File: src/emb_page_pkg.sv
// Notes on behaviour
// Learning-core events one to four show in status bits 0 to 3; bits 4 to 7 read zero.
// Latch-mode bit 1 latches embedded-function interrupt requests, 0 does not; resets to 0.
// Advanced-page writes are accepted only while page-write enable is 1; resets to 0.
// Advanced-page reads return data only while page-read enable is 1; resets to 0.
// The advanced page is chosen by a four-bit select field at offset 02h.
// Learning-core results are batched into the FIFO while their enable is 1; resets 0.
// Step counter values are batched into the FIFO while their enable is 1; resets 0.
// Fusion gyroscope bias values are batched while their enable is 1; resets 0.
// Fusion gravity values are batched while their enable is 1; resets 0.
// Fusion quaternion values are batched while their enable is 1; resets 0.
// Bit 6 of batch register B batches learning-core filters and features; resets 0.
// Each of eight state machines runs only while its enable bit is 1; all reset 0.
// Long counter is 16-bit unsigned, low byte at 48h, high byte at 49h.
// Long counter bytes show the current value, are read/write and reset to zero.
// In latched mode a read leaves status bit n alone when keep-mask bit n is 1.
// In latched mode a read clears status bit n when keep-mask bit n is 0; mask resets 0.
// The keep mask covers the three status registers and mirrors at 49h, 4Ah, 4Bh.
// Machine one outputs flag +X,-X,+Y,-Y,+Z,-Z,+V,-V from bit 7 down to 0.
// The host writes zero to reserved bits of page-access and batch registers.
// Latched status stays set until a read clears it; otherwise it follows the event.
package emb_page_pkg;

  // Embedded page offsets
  localparam logic [7:0] OFF_PAGE_SELECT = 8'h02;
  localparam logic [7:0] OFF_ADV_ADDRESS = 8'h08;
  localparam logic [7:0] OFF_ADV_DATA = 8'h09;
  localparam logic [7:0] OFF_EMBEDDED_STATUS = 8'h12;
  localparam logic [7:0] OFF_MACHINE_STATUS = 8'h13;
  localparam logic [7:0] OFF_LEARN_STATUS = 8'h15;
  localparam logic [7:0] OFF_PAGE_ACCESS = 8'h17;
  localparam logic [7:0] OFF_BATCH_A = 8'h44;
  localparam logic [7:0] OFF_BATCH_B = 8'h45;
  localparam logic [7:0] OFF_MACHINE_ENABLES = 8'h46;
  localparam logic [7:0] OFF_LONG_COUNT_LOW = 8'h48;
  localparam logic [7:0] OFF_LONG_COUNT_HIGH = 8'h49;
  localparam logic [7:0] OFF_ACK_KEEP_MASK = 8'h4b;
  localparam logic [7:0] OFF_MACHINE_ONE_OUTS = 8'h4c;

  // Main page mirror offsets
  localparam logic [7:0] OFF_EMBEDDED_MIRROR = 8'h49;
  localparam logic [7:0] OFF_MACHINE_MIRROR = 8'h4a;
  localparam logic [7:0] OFF_LEARN_MIRROR = 8'h4b;

  // Page access field positions
  localparam int POS_LATCH_MODE = 7;
  localparam int POS_PAGE_WRITE = 6;
  localparam int POS_PAGE_READ = 5;

  // Batch register A and B field positions
  localparam int POS_LEARN_RESULT_BATCH = 7;
  localparam int POS_STEP_COUNT_BATCH = 6;
  localparam int POS_GYRO_BIAS_BATCH = 5;
  localparam int POS_GRAVITY_BATCH = 4;
  localparam int POS_QUATERNION_BATCH = 1;
  localparam int POS_LEARN_FEATURE_BATCH = 6;

  // Writable bit masks; reserved bits are dropped on write and read as zero
  localparam logic [7:0] MASK_PAGE_SELECT = 8'h0f;
  localparam logic [7:0] MASK_PAGE_ACCESS = 8'he0;
  localparam logic [7:0] MASK_BATCH_A = 8'hf2;
  localparam logic [7:0] MASK_BATCH_B = 8'h40;

  // Status bits that can ever be set
  localparam logic [7:0] LIVE_EMBEDDED_STATUS = 8'hb8;
  localparam logic [7:0] LIVE_MACHINE_STATUS = 8'hff;
  localparam logic [7:0] LIVE_LEARN_STATUS = 8'h0f;

  // Reset values
  localparam logic [7:0] RST_BYTE = 8'h00;
  localparam logic [15:0] RST_LONG_COUNT = 16'h0000;

endpackage

File: src/event_status_bits.sv
`timescale 1ns/10ps
`default_nettype none
module event_status_bits
  import emb_page_pkg::*;
#(
  parameter int WIDTH = 8,
  parameter logic [7:0] LIVE = 8'hff
) (
  input wire logic sys_clk_i,
  input wire logic rst_n_i,
  input wire logic [WIDTH-1:0] event_i,
  input wire logic latch_i,
  input wire logic clear_i,
  input wire logic [WIDTH-1:0] keep_i,
  output logic [WIDTH-1:0] status_o
);

  logic [WIDTH-1:0] status_nxt;

  ////////////////////////////////////////////////////////////////////////
  // Per-bit next state; a new event beats a read clear in the same cycle
  generate
    for (genvar b = 0; b < WIDTH; b++) begin : g_bit
      if (LIVE[b]) begin : g_live
        assign status_nxt[b] = latch_i ?
          (event_i[b] | (status_o[b] & ~(clear_i & ~keep_i[b]))) : // see R15 see R16
          event_i[b];
      end else begin : g_dead
        assign status_nxt[b] = 1'b0;
      end
    end
  endgenerate

  // Status flops
  always_ff @(posedge sys_clk_i or negedge rst_n_i) begin
    if (!rst_n_i) begin
      status_o <= '0;
    end else begin
      status_o <= status_nxt;
    end
  end

endmodule
`default_nettype wire

File: src/emb_page_regs.sv
`timescale 1ns/10ps
`default_nettype none
module emb_page_regs
  import emb_page_pkg::*;
(
  input wire logic sys_clk_i,
  input wire logic rst_n_i,
  input wire logic main_page_i,
  input wire logic [7:0] reg_addr_i,
  input wire logic [7:0] reg_wdata_i,
  input wire logic reg_wr_i,
  input wire logic reg_rd_i,
  output logic [7:0] reg_rdata_o,
  input wire logic [7:0] emb_event_i,
  input wire logic [7:0] machine_event_i,
  input wire logic [3:0] learn_event_i,
  input wire logic long_count_tick_i,
  input wire logic [7:0] machine1_out_i,
  input wire logic [7:0] adv_rdata_i,
  output logic latch_mode_o,
  output logic [3:0] adv_page_sel_o,
  output logic [7:0] adv_addr_o,
  output logic [7:0] adv_wdata_o,
  output logic adv_wr_o,
  output logic adv_rd_o,
  output logic learn_result_batch_en_o,
  output logic step_count_batch_en_o,
  output logic gyro_bias_batch_en_o,
  output logic gravity_batch_en_o,
  output logic quaternion_batch_en_o,
  output logic learn_feature_batch_en_o,
  output logic [7:0] machine_enable_o,
  output logic [15:0] long_count_value_o,
  output logic [7:0] machine1_outs_o
);

  ////////////////////////////////////////////////////////////////////////
  // Reset release through two flops; assertion stays asynchronous
  logic rst_meta_r;
  logic rst_sync_r;
  logic rst_n;

  always_ff @(posedge sys_clk_i or negedge rst_n_i) begin
    if (!rst_n_i) begin
      rst_meta_r <= 1'b0;
      rst_sync_r <= 1'b0;
    end else begin
      rst_meta_r <= 1'b1;
      rst_sync_r <= rst_meta_r;
    end
  end

  assign rst_n = rst_sync_r;

  ////////////////////////////////////////////////////////////////////////
  // Address decode; the main page only exposes the three status mirrors
  function automatic logic hit(input logic [7:0] addr, input logic [7:0] off, input logic page);
    hit = (addr == off) && page;
  endfunction

  logic emb_page;
  logic sel_page_select;
  logic sel_adv_address;
  logic sel_adv_data;
  logic sel_emb_status;
  logic sel_mach_status;
  logic sel_learn_status;
  logic sel_page_access;
  logic sel_batch_a;
  logic sel_batch_b;
  logic sel_mach_enables;
  logic sel_count_low;
  logic sel_count_high;
  logic sel_ack_mask;
  logic sel_mach_outs;
  logic sel_any;

  assign emb_page = !main_page_i;
  assign sel_page_select = hit(reg_addr_i, OFF_PAGE_SELECT, emb_page);
  assign sel_adv_address = hit(reg_addr_i, OFF_ADV_ADDRESS, emb_page);
  assign sel_adv_data = hit(reg_addr_i, OFF_ADV_DATA, emb_page);
  // Status registers and their mirrors share one clear path
  assign sel_emb_status = hit(reg_addr_i, OFF_EMBEDDED_STATUS, emb_page) ||
                          hit(reg_addr_i, OFF_EMBEDDED_MIRROR, main_page_i);
  assign sel_mach_status = hit(reg_addr_i, OFF_MACHINE_STATUS, emb_page) ||
                           hit(reg_addr_i, OFF_MACHINE_MIRROR, main_page_i);
  assign sel_learn_status = hit(reg_addr_i, OFF_LEARN_STATUS, emb_page) ||
                            hit(reg_addr_i, OFF_LEARN_MIRROR, main_page_i);
  assign sel_page_access = hit(reg_addr_i, OFF_PAGE_ACCESS, emb_page);
  assign sel_batch_a = hit(reg_addr_i, OFF_BATCH_A, emb_page);
  assign sel_batch_b = hit(reg_addr_i, OFF_BATCH_B, emb_page);
  assign sel_mach_enables = hit(reg_addr_i, OFF_MACHINE_ENABLES, emb_page);
  assign sel_count_low = hit(reg_addr_i, OFF_LONG_COUNT_LOW, emb_page);
  assign sel_count_high = hit(reg_addr_i, OFF_LONG_COUNT_HIGH, emb_page);
  assign sel_ack_mask = hit(reg_addr_i, OFF_ACK_KEEP_MASK, emb_page);
  assign sel_mach_outs = hit(reg_addr_i, OFF_MACHINE_ONE_OUTS, emb_page);
  assign sel_any = sel_page_select | sel_adv_address | sel_adv_data | sel_emb_status |
                   sel_mach_status | sel_learn_status | sel_page_access | sel_batch_a |
                   sel_batch_b | sel_mach_enables | sel_count_low | sel_count_high |
                   sel_ack_mask | sel_mach_outs;

  ////////////////////////////////////////////////////////////////////////
  // Software-written control registers
  logic [7:0] page_select_r;
  logic [7:0] adv_address_r;
  logic [7:0] page_access_r;
  logic [7:0] batch_a_r;
  logic [7:0] batch_b_r;
  logic [7:0] mach_enables_r;
  logic [7:0] ack_keep_r;
  logic latch_mode;
  logic page_write_en;
  logic page_read_en;

  assign latch_mode = page_access_r[POS_LATCH_MODE];
  assign page_write_en = page_access_r[POS_PAGE_WRITE];
  assign page_read_en = page_access_r[POS_PAGE_READ];

  // Reserved bits are masked so they always read back as zero
  always_ff @(posedge sys_clk_i or negedge rst_n) begin
    if (!rst_n) begin
      page_select_r <= RST_BYTE;
      adv_address_r <= RST_BYTE;
      page_access_r <= RST_BYTE; // see R2 see R3
      batch_a_r <= RST_BYTE; // see R6 see R7 see R8 see R9
      batch_b_r <= RST_BYTE;
      mach_enables_r <= RST_BYTE;
      ack_keep_r <= RST_BYTE;
    end else if (reg_wr_i) begin
      if (sel_page_select) page_select_r <= reg_wdata_i & MASK_PAGE_SELECT;
      if (sel_adv_address) adv_address_r <= reg_wdata_i;
      if (sel_page_access) page_access_r <= reg_wdata_i & MASK_PAGE_ACCESS;
      if (sel_batch_a) batch_a_r <= reg_wdata_i & MASK_BATCH_A;
      if (sel_batch_b) batch_b_r <= reg_wdata_i & MASK_BATCH_B;
      if (sel_mach_enables) mach_enables_r <= reg_wdata_i;
      if (sel_ack_mask) ack_keep_r <= reg_wdata_i;
    end
  end

  ////////////////////////////////////////////////////////////////////////
  // Long counter: host write of a byte wins over a tick in that cycle
  logic [15:0] long_count_r;
  logic [15:0] long_count_nxt;

  assign long_count_nxt = (reg_wr_i && sel_count_low) ? {long_count_r[15:8], reg_wdata_i} :
                          (reg_wr_i && sel_count_high) ? {reg_wdata_i, long_count_r[7:0]} :
                          long_count_tick_i ? long_count_r + 16'h0001 :
                          long_count_r;

  always_ff @(posedge sys_clk_i or negedge rst_n) begin
    if (!rst_n) begin
      long_count_r <= RST_LONG_COUNT;
    end else begin
      long_count_r <= long_count_nxt;
    end
  end

  ////////////////////////////////////////////////////////////////////////
  // Machine one outputs, sampled each cycle so reads see a stable byte
  logic [7:0] mach_outs_r;

  always_ff @(posedge sys_clk_i or negedge rst_n) begin
    if (!rst_n) begin
      mach_outs_r <= RST_BYTE;
    end else begin
      mach_outs_r <= machine1_out_i;
    end
  end

  ////////////////////////////////////////////////////////////////////////
  // Status registers; a read in latched mode clears the bits not kept
  logic emb_clear;
  logic mach_clear;
  logic learn_clear;
  logic [7:0] emb_status;
  logic [7:0] mach_status;
  logic [3:0] learn_status;

  assign emb_clear = reg_rd_i && sel_emb_status;
  assign mach_clear = reg_rd_i && sel_mach_status;
  assign learn_clear = reg_rd_i && sel_learn_status;

  event_status_bits #(.WIDTH(8), .LIVE(LIVE_EMBEDDED_STATUS)) u_emb_status (
    .sys_clk_i(sys_clk_i),
    .rst_n_i(rst_n),
    .event_i(emb_event_i),
    .latch_i(latch_mode),
    .clear_i(emb_clear),
    .keep_i(ack_keep_r),
    .status_o(emb_status)
  );

  event_status_bits #(.WIDTH(8), .LIVE(LIVE_MACHINE_STATUS)) u_mach_status (
    .sys_clk_i(sys_clk_i),
    .rst_n_i(rst_n),
    .event_i(machine_event_i),
    .latch_i(latch_mode),
    .clear_i(mach_clear),
    .keep_i(ack_keep_r),
    .status_o(mach_status)
  );

  event_status_bits #(.WIDTH(4), .LIVE(LIVE_LEARN_STATUS)) u_learn_status (
    .sys_clk_i(sys_clk_i),
    .rst_n_i(rst_n),
    .event_i(learn_event_i),
    .latch_i(latch_mode),
    .clear_i(learn_clear),
    .keep_i(ack_keep_r[3:0]),
    .status_o(learn_status)
  );

  ////////////////////////////////////////////////////////////////////////
  // Advanced page window; gated by the page access enables
  logic adv_wr_nxt;
  logic adv_rd_nxt;

  assign adv_wr_nxt = reg_wr_i && sel_adv_data && page_write_en;
  assign adv_rd_nxt = reg_rd_i && sel_adv_data && page_read_en;

  always_ff @(posedge sys_clk_i or negedge rst_n) begin
    if (!rst_n) begin
      adv_wr_o <= 1'b0;
      adv_rd_o <= 1'b0;
      adv_wdata_o <= RST_BYTE;
    end else begin
      adv_wr_o <= adv_wr_nxt;
      adv_rd_o <= adv_rd_nxt;
      if (adv_wr_nxt) adv_wdata_o <= reg_wdata_i;
    end
  end

  ////////////////////////////////////////////////////////////////////////
  // Read mux; unmapped addresses and a blocked page read return zero
  logic [7:0] rdata_nxt;

  assign rdata_nxt = sel_page_select ? page_select_r :
                     sel_adv_address ? adv_address_r :
                     adv_rd_nxt ? adv_rdata_i :
                     sel_emb_status ? emb_status :
                     sel_mach_status ? mach_status :
                     sel_learn_status ? {4'h0, learn_status} :
                     sel_page_access ? page_access_r :
                     sel_batch_a ? batch_a_r :
                     sel_batch_b ? batch_b_r :
                     sel_mach_enables ? mach_enables_r :
                     sel_count_low ? long_count_r[7:0] :
                     sel_count_high ? long_count_r[15:8] :
                     sel_ack_mask ? ack_keep_r :
                     sel_mach_outs ? mach_outs_r :
                     8'h00;

  // Read data holds for exactly the cycle after the strobe
  always_ff @(posedge sys_clk_i or negedge rst_n) begin
    if (!rst_n) begin
      reg_rdata_o <= RST_BYTE;
    end else begin
      reg_rdata_o <= (reg_rd_i && sel_any) ? rdata_nxt : 8'h00;
    end
  end

  ////////////////////////////////////////////////////////////////////////
  // Output copies of the control state, all taken straight from flops
  assign latch_mode_o = page_access_r[POS_LATCH_MODE];
  assign adv_page_sel_o = page_select_r[3:0];
  assign adv_addr_o = adv_address_r;
  assign learn_result_batch_en_o = batch_a_r[POS_LEARN_RESULT_BATCH];
  assign step_count_batch_en_o = batch_a_r[POS_STEP_COUNT_BATCH];
  assign gyro_bias_batch_en_o = batch_a_r[POS_GYRO_BIAS_BATCH];
  assign gravity_batch_en_o = batch_a_r[POS_GRAVITY_BATCH];
  assign quaternion_batch_en_o = batch_a_r[POS_QUATERNION_BATCH];
  assign learn_feature_batch_en_o = batch_b_r[POS_LEARN_FEATURE_BATCH];
  assign machine_enable_o = mach_enables_r;
  assign long_count_value_o = long_count_r;
  assign machine1_outs_o = mach_outs_r;
endmodule
`default_nettype wire

File: config.mk
export PLATFORM = sky130hd
export DESIGN_NAME = emb_page_regs
export DESIGN_NICKNAME = d
export VERILOG_FILES = /design/src/emb_page_pkg.sv /design/src/event_status_bits.sv /design/src/emb_page_regs.sv
export SDC_FILE = /design/constraint.sdc
export NUM_CORES = 1
export LEC_CHECK = 0
export BUFFER_PORTS_ARGS = -buffer_cell sky130_fd_sc_hd__buf_4
export CORE_MARGIN = 4
export CORE_UTILIZATION = 58
export DETAILED_ROUTE_END_ITERATION = 10
export PLACE_DENSITY = 0.94
export SYNTH_ARGS = -nofsm -noshare
export SYNTH_HDL_FRONTEND = slang
export SYNTH_SLANG_ARGS = --single-unit
File: constraint.sdc
create_clock -name sys_clk_i -period 6.4 [get_ports sys_clk_i]
set_clock_uncertainty 0.1 [all_clocks]
set_input_delay 1.28 -clock sys_clk_i [delete_from_list [all_inputs] [get_ports sys_clk_i]]
set_output_delay 1.28 -clock sys_clk_i [all_outputs]
set_load 0.02 [all_outputs]
==> impl_metrics.ini, run 1 <==
[setup_path]
cp_max_fo = 25
endpoint_kind = flip-flop
arrival_ps = 4100
worst_setup_path_start_kind = primary input
crit_required_ps = 6590
path_class = in -> reg

[cts]
cts_buffers = 9
clk_path_buf_depth = 2
cts_tree = built
cts.sinks = 97
cts_resized = 0
htreeDepth = 3
cts_setup_buffers = 0
clock_latency_ps = 370
cts-root-buf = clkbuf_8
postCtsHoldBufs = 0
clkTransAtPathRegs_ps = 100

[timing]
fin_ws_ps = 2494
period_needed_ps = 3906
hold_violations = 0
max_slew_margin = 0.3212
report.final.slew_viol_count = 0
tightestPinTransition_ps = 1013
fmax_mhz = 256.0
fin_setup_tns_ps = 0
post-route-period-util = 0.6103
setup_viol = 0
rsz0062_at_grt = no

[global_route]
track_usage = 0.3056
grt_first_pass_wirelength_mm = 24.25
grt_overflow = 0
grt_max_degree = 63
grt_pass1_vias = 4608
antenna_found_initial = 0

[layout]
syn2layout_area_growth_pct = 23.16
num-fill-cells = 594
final_common_cell = buf_4
fin_nets = 678
drive_gt1_frac = 0.3205
n_antenna_cell = 0
most-common-layout-cells = buf_4 (123), dfrtp_1 (96), nand2_1 (63)

[die]
start_util = 0.6058
core_area_um2 = 8382
row_count = 33
dieArea_um2 = 10320
dieWidth_um = 101.6
num_io_pins = 127
die_y_um = 101.6

[routing]
ant_nets = 0
via_count = 4801
drt_wl_total_mm = 15.52
drc_errors = 0
vias_per_cell = 6.586
routedWlPerCell_um = 21.29
first_iter_violations = 513
dr.pass1.iters = 5

[placed_design]
dpl.hpwl_mm = 11.55
port-buffer-count = 122
preCtsSetupSlack_ps = 2228
gp_congestion = 1.000

[synthesis]
synthCells = 507
synth-seq-cells = 97
synthTopCellsByArea = dfrtp_1 (48%), mux2_2 (8.2%), nand2_1 (4.7%)
synthArstFlopShare = 1.000
synth-warning-count = 0
synth_edf_count = 0
ys_seq_area_frac = 0.4781
synth_cell_types = 69
syn_area_um2 = 5077
synth_top_area_cell = dfrtp_1
synth_ff_type = dfrtp_1
synth_top_area_share = 0.4781
synth.avg_cell_area_um2 = 10.01
synth_fp_nets = 566

[power]
ir_drop_mv = 0.1566
powerDensity_nw_per_um2 = 227.9
p_leak_uw = 0.002870
p_total_uw = 1425

[job]
drv_cap = 0

[run_status]
status = completed

[min_path]
hold_path.class = reg -> async
flip-flops by register name, indices dropped and copies added, names as in the netlist, 5 cells and up:
name	flops
batch_a_r	5
long_count_value_o	16
adv_addr_o	8
adv_wdata_o	8
ack_keep_r	8
machine_enable_o	8
machine1_outs_o	8
reg_rdata_o	8
u_mach_status.status_o	8
synth_stat cells (3+ instances only):
cell type / count
dfrtp_1: 97
nand2_1: 63
mux2_2: 37
a21oi_1: 30
nor2_1: 27
nand2b_1: 24
o21ai_0: 22
o211ai_1: 17
clkbuf_1: 16
nand3_1: 15
o22ai_1: 14
inv_1: 11
nor3_1: 11
and3_1: 8
a31oi_1: 7
a22oi_1: 6
nand4_1: 6
nor2b_1: 6
buf_2: 5
xnor2_1: 5
nor4_1: 4
a211oi_1: 3
a221oi_1: 3
a22o_1: 3
nor3_2: 3
o32ai_1: 3
or2_2: 3
or3_1: 3
power by group:
part           switching, uW  internal, uW  leakage, uW  total (uW)
clock                    231           188    0.0000988         418
sequential              71.3           655      0.00126         727
combinational            156           124      0.00151         280
total                    458           967      0.00287        1430
critical path, stage by stage:
cell,delay (ps)
buf_4,130
nor4b_1,530
nand4b_1,890
a22oi_2,930
a21oi_1,160
a21oi_1,170
kinds of logic (layout without fill, tap and decap cells):
group                    Yosys count  in the layout  share of synthesized area
AO/OA/AOI/OAI                    136            136                     0.1890
XOR/XNOR                           7              7                    0.01208
adder cells (fa/ha/maj)            1              1                   0.002464
buffers and inverters             33            150                    0.02563
flip-flops                        97             97                     0.4781
multiplexers                      39             39                    0.08600
other                              1              1                  0.0007386
AND/OR/NAND/NOR                  193            193                     0.2060
metrics by stage:
stage | utilization | hold WS [ps] | cells | instance area, um^2
2_1_floorplan | - | 231.2 | 507 | 5077
3_3_place_gp | 0.7215 | 176.9 | 713 | 6047
5_1_grt | 0.7461 | 228.1 | 729 | 6254
3_5_place_dp | 0.7215 | 186.3 | 713 | 6047
6_report | 0.7461 | 174.2 | 729 | 6254
4_1_cts | 0.7461 | 196.6 | 729 | 6254
area by class of cell:
type                       instances  area [um^2]  share of cell area
inverter                          11        41.29            0.006603
clock buffer                       9        123.9             0.01981
sequential                        97         2431              0.3888
timing repair buffer             123        923.4              0.1477
tap                              105        131.4             0.02101
multi-input combinational        377         2520              0.4030
clock inverter                     7        82.58             0.01321
per-layer routing:
layer / wire length [um] / track usage / up-vias
li1: - / - / 2101
met1: 5971 / 0.4190 / 2262
met2: 7112 / 0.4718 / 367
met3: 1894 / 0.07438 / 71
met4: 546 / 0.1176 / 0
met5: 0 / 0 / -
worst paths after layout:
kind	end	start	depth (start not counted)	slack, ps
hold / removal	ack_keep_r[6]	rst_n	0	170
setup reg to reg	long_count_value_o[12]	long_count_value_o[0]	7	4280
max in group asynchronous	adv_addr_o[2]	rst_n	1	4910
setup / recovery	long_count_value_o[8]	reg_addr_i[5]	6	2490
hold reg to reg	ack_keep_r[6]	rst_n	0	170
min in group sys_clk_i	rst_n	rst_meta_r	0	260
Note: power is estimated with default switching activity, not from simulation.
==> run 2, diff against run 1 <==
--- a/config.mk
+++ b/config.mk
@@ -7,9 +7,9 @@
 export LEC_CHECK = 0
 export BUFFER_PORTS_ARGS = -buffer_cell sky130_fd_sc_hd__buf_4
 export CORE_MARGIN = 4
-export CORE_UTILIZATION = 58
+export CORE_UTILIZATION = 48
 export DETAILED_ROUTE_END_ITERATION = 10
-export PLACE_DENSITY = 0.94
+export PLACE_DENSITY = 0.84
 export SYNTH_ARGS = -nofsm -noshare
 export SYNTH_HDL_FRONTEND = slang
 export SYNTH_SLANG_ARGS = --single-unit
==> constraint.sdc (replaced) <==
create_clock -name sys_clk_i -period 3.1 [get_ports sys_clk_i]
set_clock_uncertainty 0.1 [all_clocks]
set_input_delay 0.62 -clock sys_clk_i [delete_from_list [all_inputs] [get_ports sys_clk_i]]
set_output_delay 0.62 -clock sys_clk_i [all_outputs]
set_load 0.02 [all_outputs]
==> impl_metrics.ini, run 2 (synthesis results as in run 1) <==
[job]
drv_cap = 0

[routing]
vias_per_cell = 6.168
dr.pass1.iters = 5
via_count = 4860
first_iter_violations = 458
drc_errors = 0
routedWlPerCell_um = 21.39
drt_wl_total_mm = 16.86
ant_nets = 0

[setup_path]
arrival_ps = 2760
cp_num_buf_inv = 1
critical_path_depth = 6
path_class = in -> reg
cpLargestDelayFamily = simple AND/OR/NAND/NOR gates
cp_max_fo = 7
worst_setup_path_start_kind = primary input
crit_chain = buf_4, or4b_1, or3_4, o32ai_1, o21ai_0, a311oi_1
endpoint_kind = flip-flop
slowest_stage = or4b_1
max_stage_delay_ps = 740
crit_required_ps = 3280
ff2ff_path_depth = 6

[timing]
fin_setup_tns_ps = 0
hold_violations = 0
fmax_mhz = 388.3
post-route-period-util = 0.8308
max_slew_margin = 0.5492
rsz0062_at_grt = no
period_needed_ps = 2575
tightestPinTransition_ps = 669.1
setup_viol = 0
report.final.slew_viol_count = 0

[min_path]
whs_path_depth = 1
hold_path.class = in -> reg

[global_route]
grt_max_degree = 51
grt_overflow = 0
grt_first_pass_wirelength_mm = 26.98
grt_pass1_vias = 4892
track_usage = 0.2770
antenna_found_initial = 0

[placed_design]
port-buffer-count = 122
dpl.hpwl_mm = 12.88
gp_congestion = 0.9706
placed_cells = 771

[power]
ir_drop_mv = 0.5552
powerDensity_nw_per_um2 = 455.4
p_leak_uw = 0.003015

[die]
dieArea_um2 = 12290
dieWidth_um = 110.9
row_count = 37
die_y_um = 110.9
core_area_um2 = 10320
num_io_pins = 127
start_util = 0.4918

[layout]
drive_gt1_frac = 0.3482
final_common_cell = buf_4
fin_nets = 706
final_cells = 788
largest_reg_flops = 16
n_antenna_cell = 0
most-common-layout-cells = buf_4 (149), dfrtp_1 (96), nand2_1 (63)
syn2layout_area_growth_pct = 28.41
num-fill-cells = 847

[cts]
cts_buffers = 9
clock_latency_ps = 390
clkTransAtPathRegs_ps = 100
cts_resized = 0
htreeDepth = 3
cts-root-buf = clkbuf_8
clk_path_buf_depth = 2
cts.sinks = 97
cts_tree = built

[run_status]
status = completed
## run 2: cell count changes in the layout (fill, tap and decap cells not counted)
cell,before,now
buf_4,123,149
buf_12,0,1
clkbuf_8,9,10
dlygate4sd3_1,0,1
inv_8,1,0
## run 2: per-stage QoR
stage	hold WS (ps)	utilization	power [uW]	setup WS (ps)	area [um^2]
3_3_place_gp	237.6	0.6104	2085	184.8	6301
3_5_place_dp	245.8	0.6104	2108	172.1	6301
6_report	231.6	0.6316	2969	524.6	6520
2_1_floorplan	224.4	-	1800	97.98	5077
4_1_cts	211.7	0.6316	2985	580.6	6520
5_1_grt	204.8	0.6316	3106	460.0	6520
## run 2: final cells by class
type | instances | area (um^2) | area share
multi-input combinational | 377 | 2520 | 0.3865
sequential | 97 | 2431 | 0.3729
tap | 136 | 170.2 | 0.02610
clock inverter | 6 | 71.32 | 0.01094
inverter | 11 | 41.29 | 0.006333
clock buffer | 10 | 137.6 | 0.02111
timing repair buffer | 151 | 1149 | 0.1762
## run 2: repair_timing
action / in CTS / in global routing
hold buffers: 1 / 0
endpoints found under the hold margin: 2 / 0
buffers inserted: 0 / 0
## run 2: worst register-to-register path: stages (launching register included)
cell	delay, ps
dfrtp_1	510
and4_1	270
nand4_1	190
or2_2	360
nand2b_1	170
o22ai_1	140
a21oi_1	90
## run 2: per-layer routing
layer | global-route usage | vias to the layer above | share of wire
li1 | - | 2172 | -
met2 | 0.4531 | 271 | 0.48
met1 | 0.3681 | 2372 | 0.41
met4 | 0.08292 | 0 | 0.030
met3 | 0.06441 | 45 | 0.079
met5 | 0 | - | 0
## run 2: path summary, 6_finish.rpt
kind | start | slack [ps] | end
setup reg to reg | long_count_value_o[4] | 1140 | long_count_value_o[11]
hold / removal | machine1_out_i[5] | 230 | machine1_outs_o[5]
setup / recovery | reg_addr_i[5] | 520 | reg_rdata_o[7]
min in group asynchronous | rst_n | 250 | adv_wdata_o[6]
max in group asynchronous | rst_n | 1960 | u_emb_status.status_o[7]
hold reg to reg | rst_n | 250 | adv_wdata_o[6]
## run 2: report_power, final
group	internal (uW)	switching, uW
registers	1350	158
clock network	403	471
logic	267	318
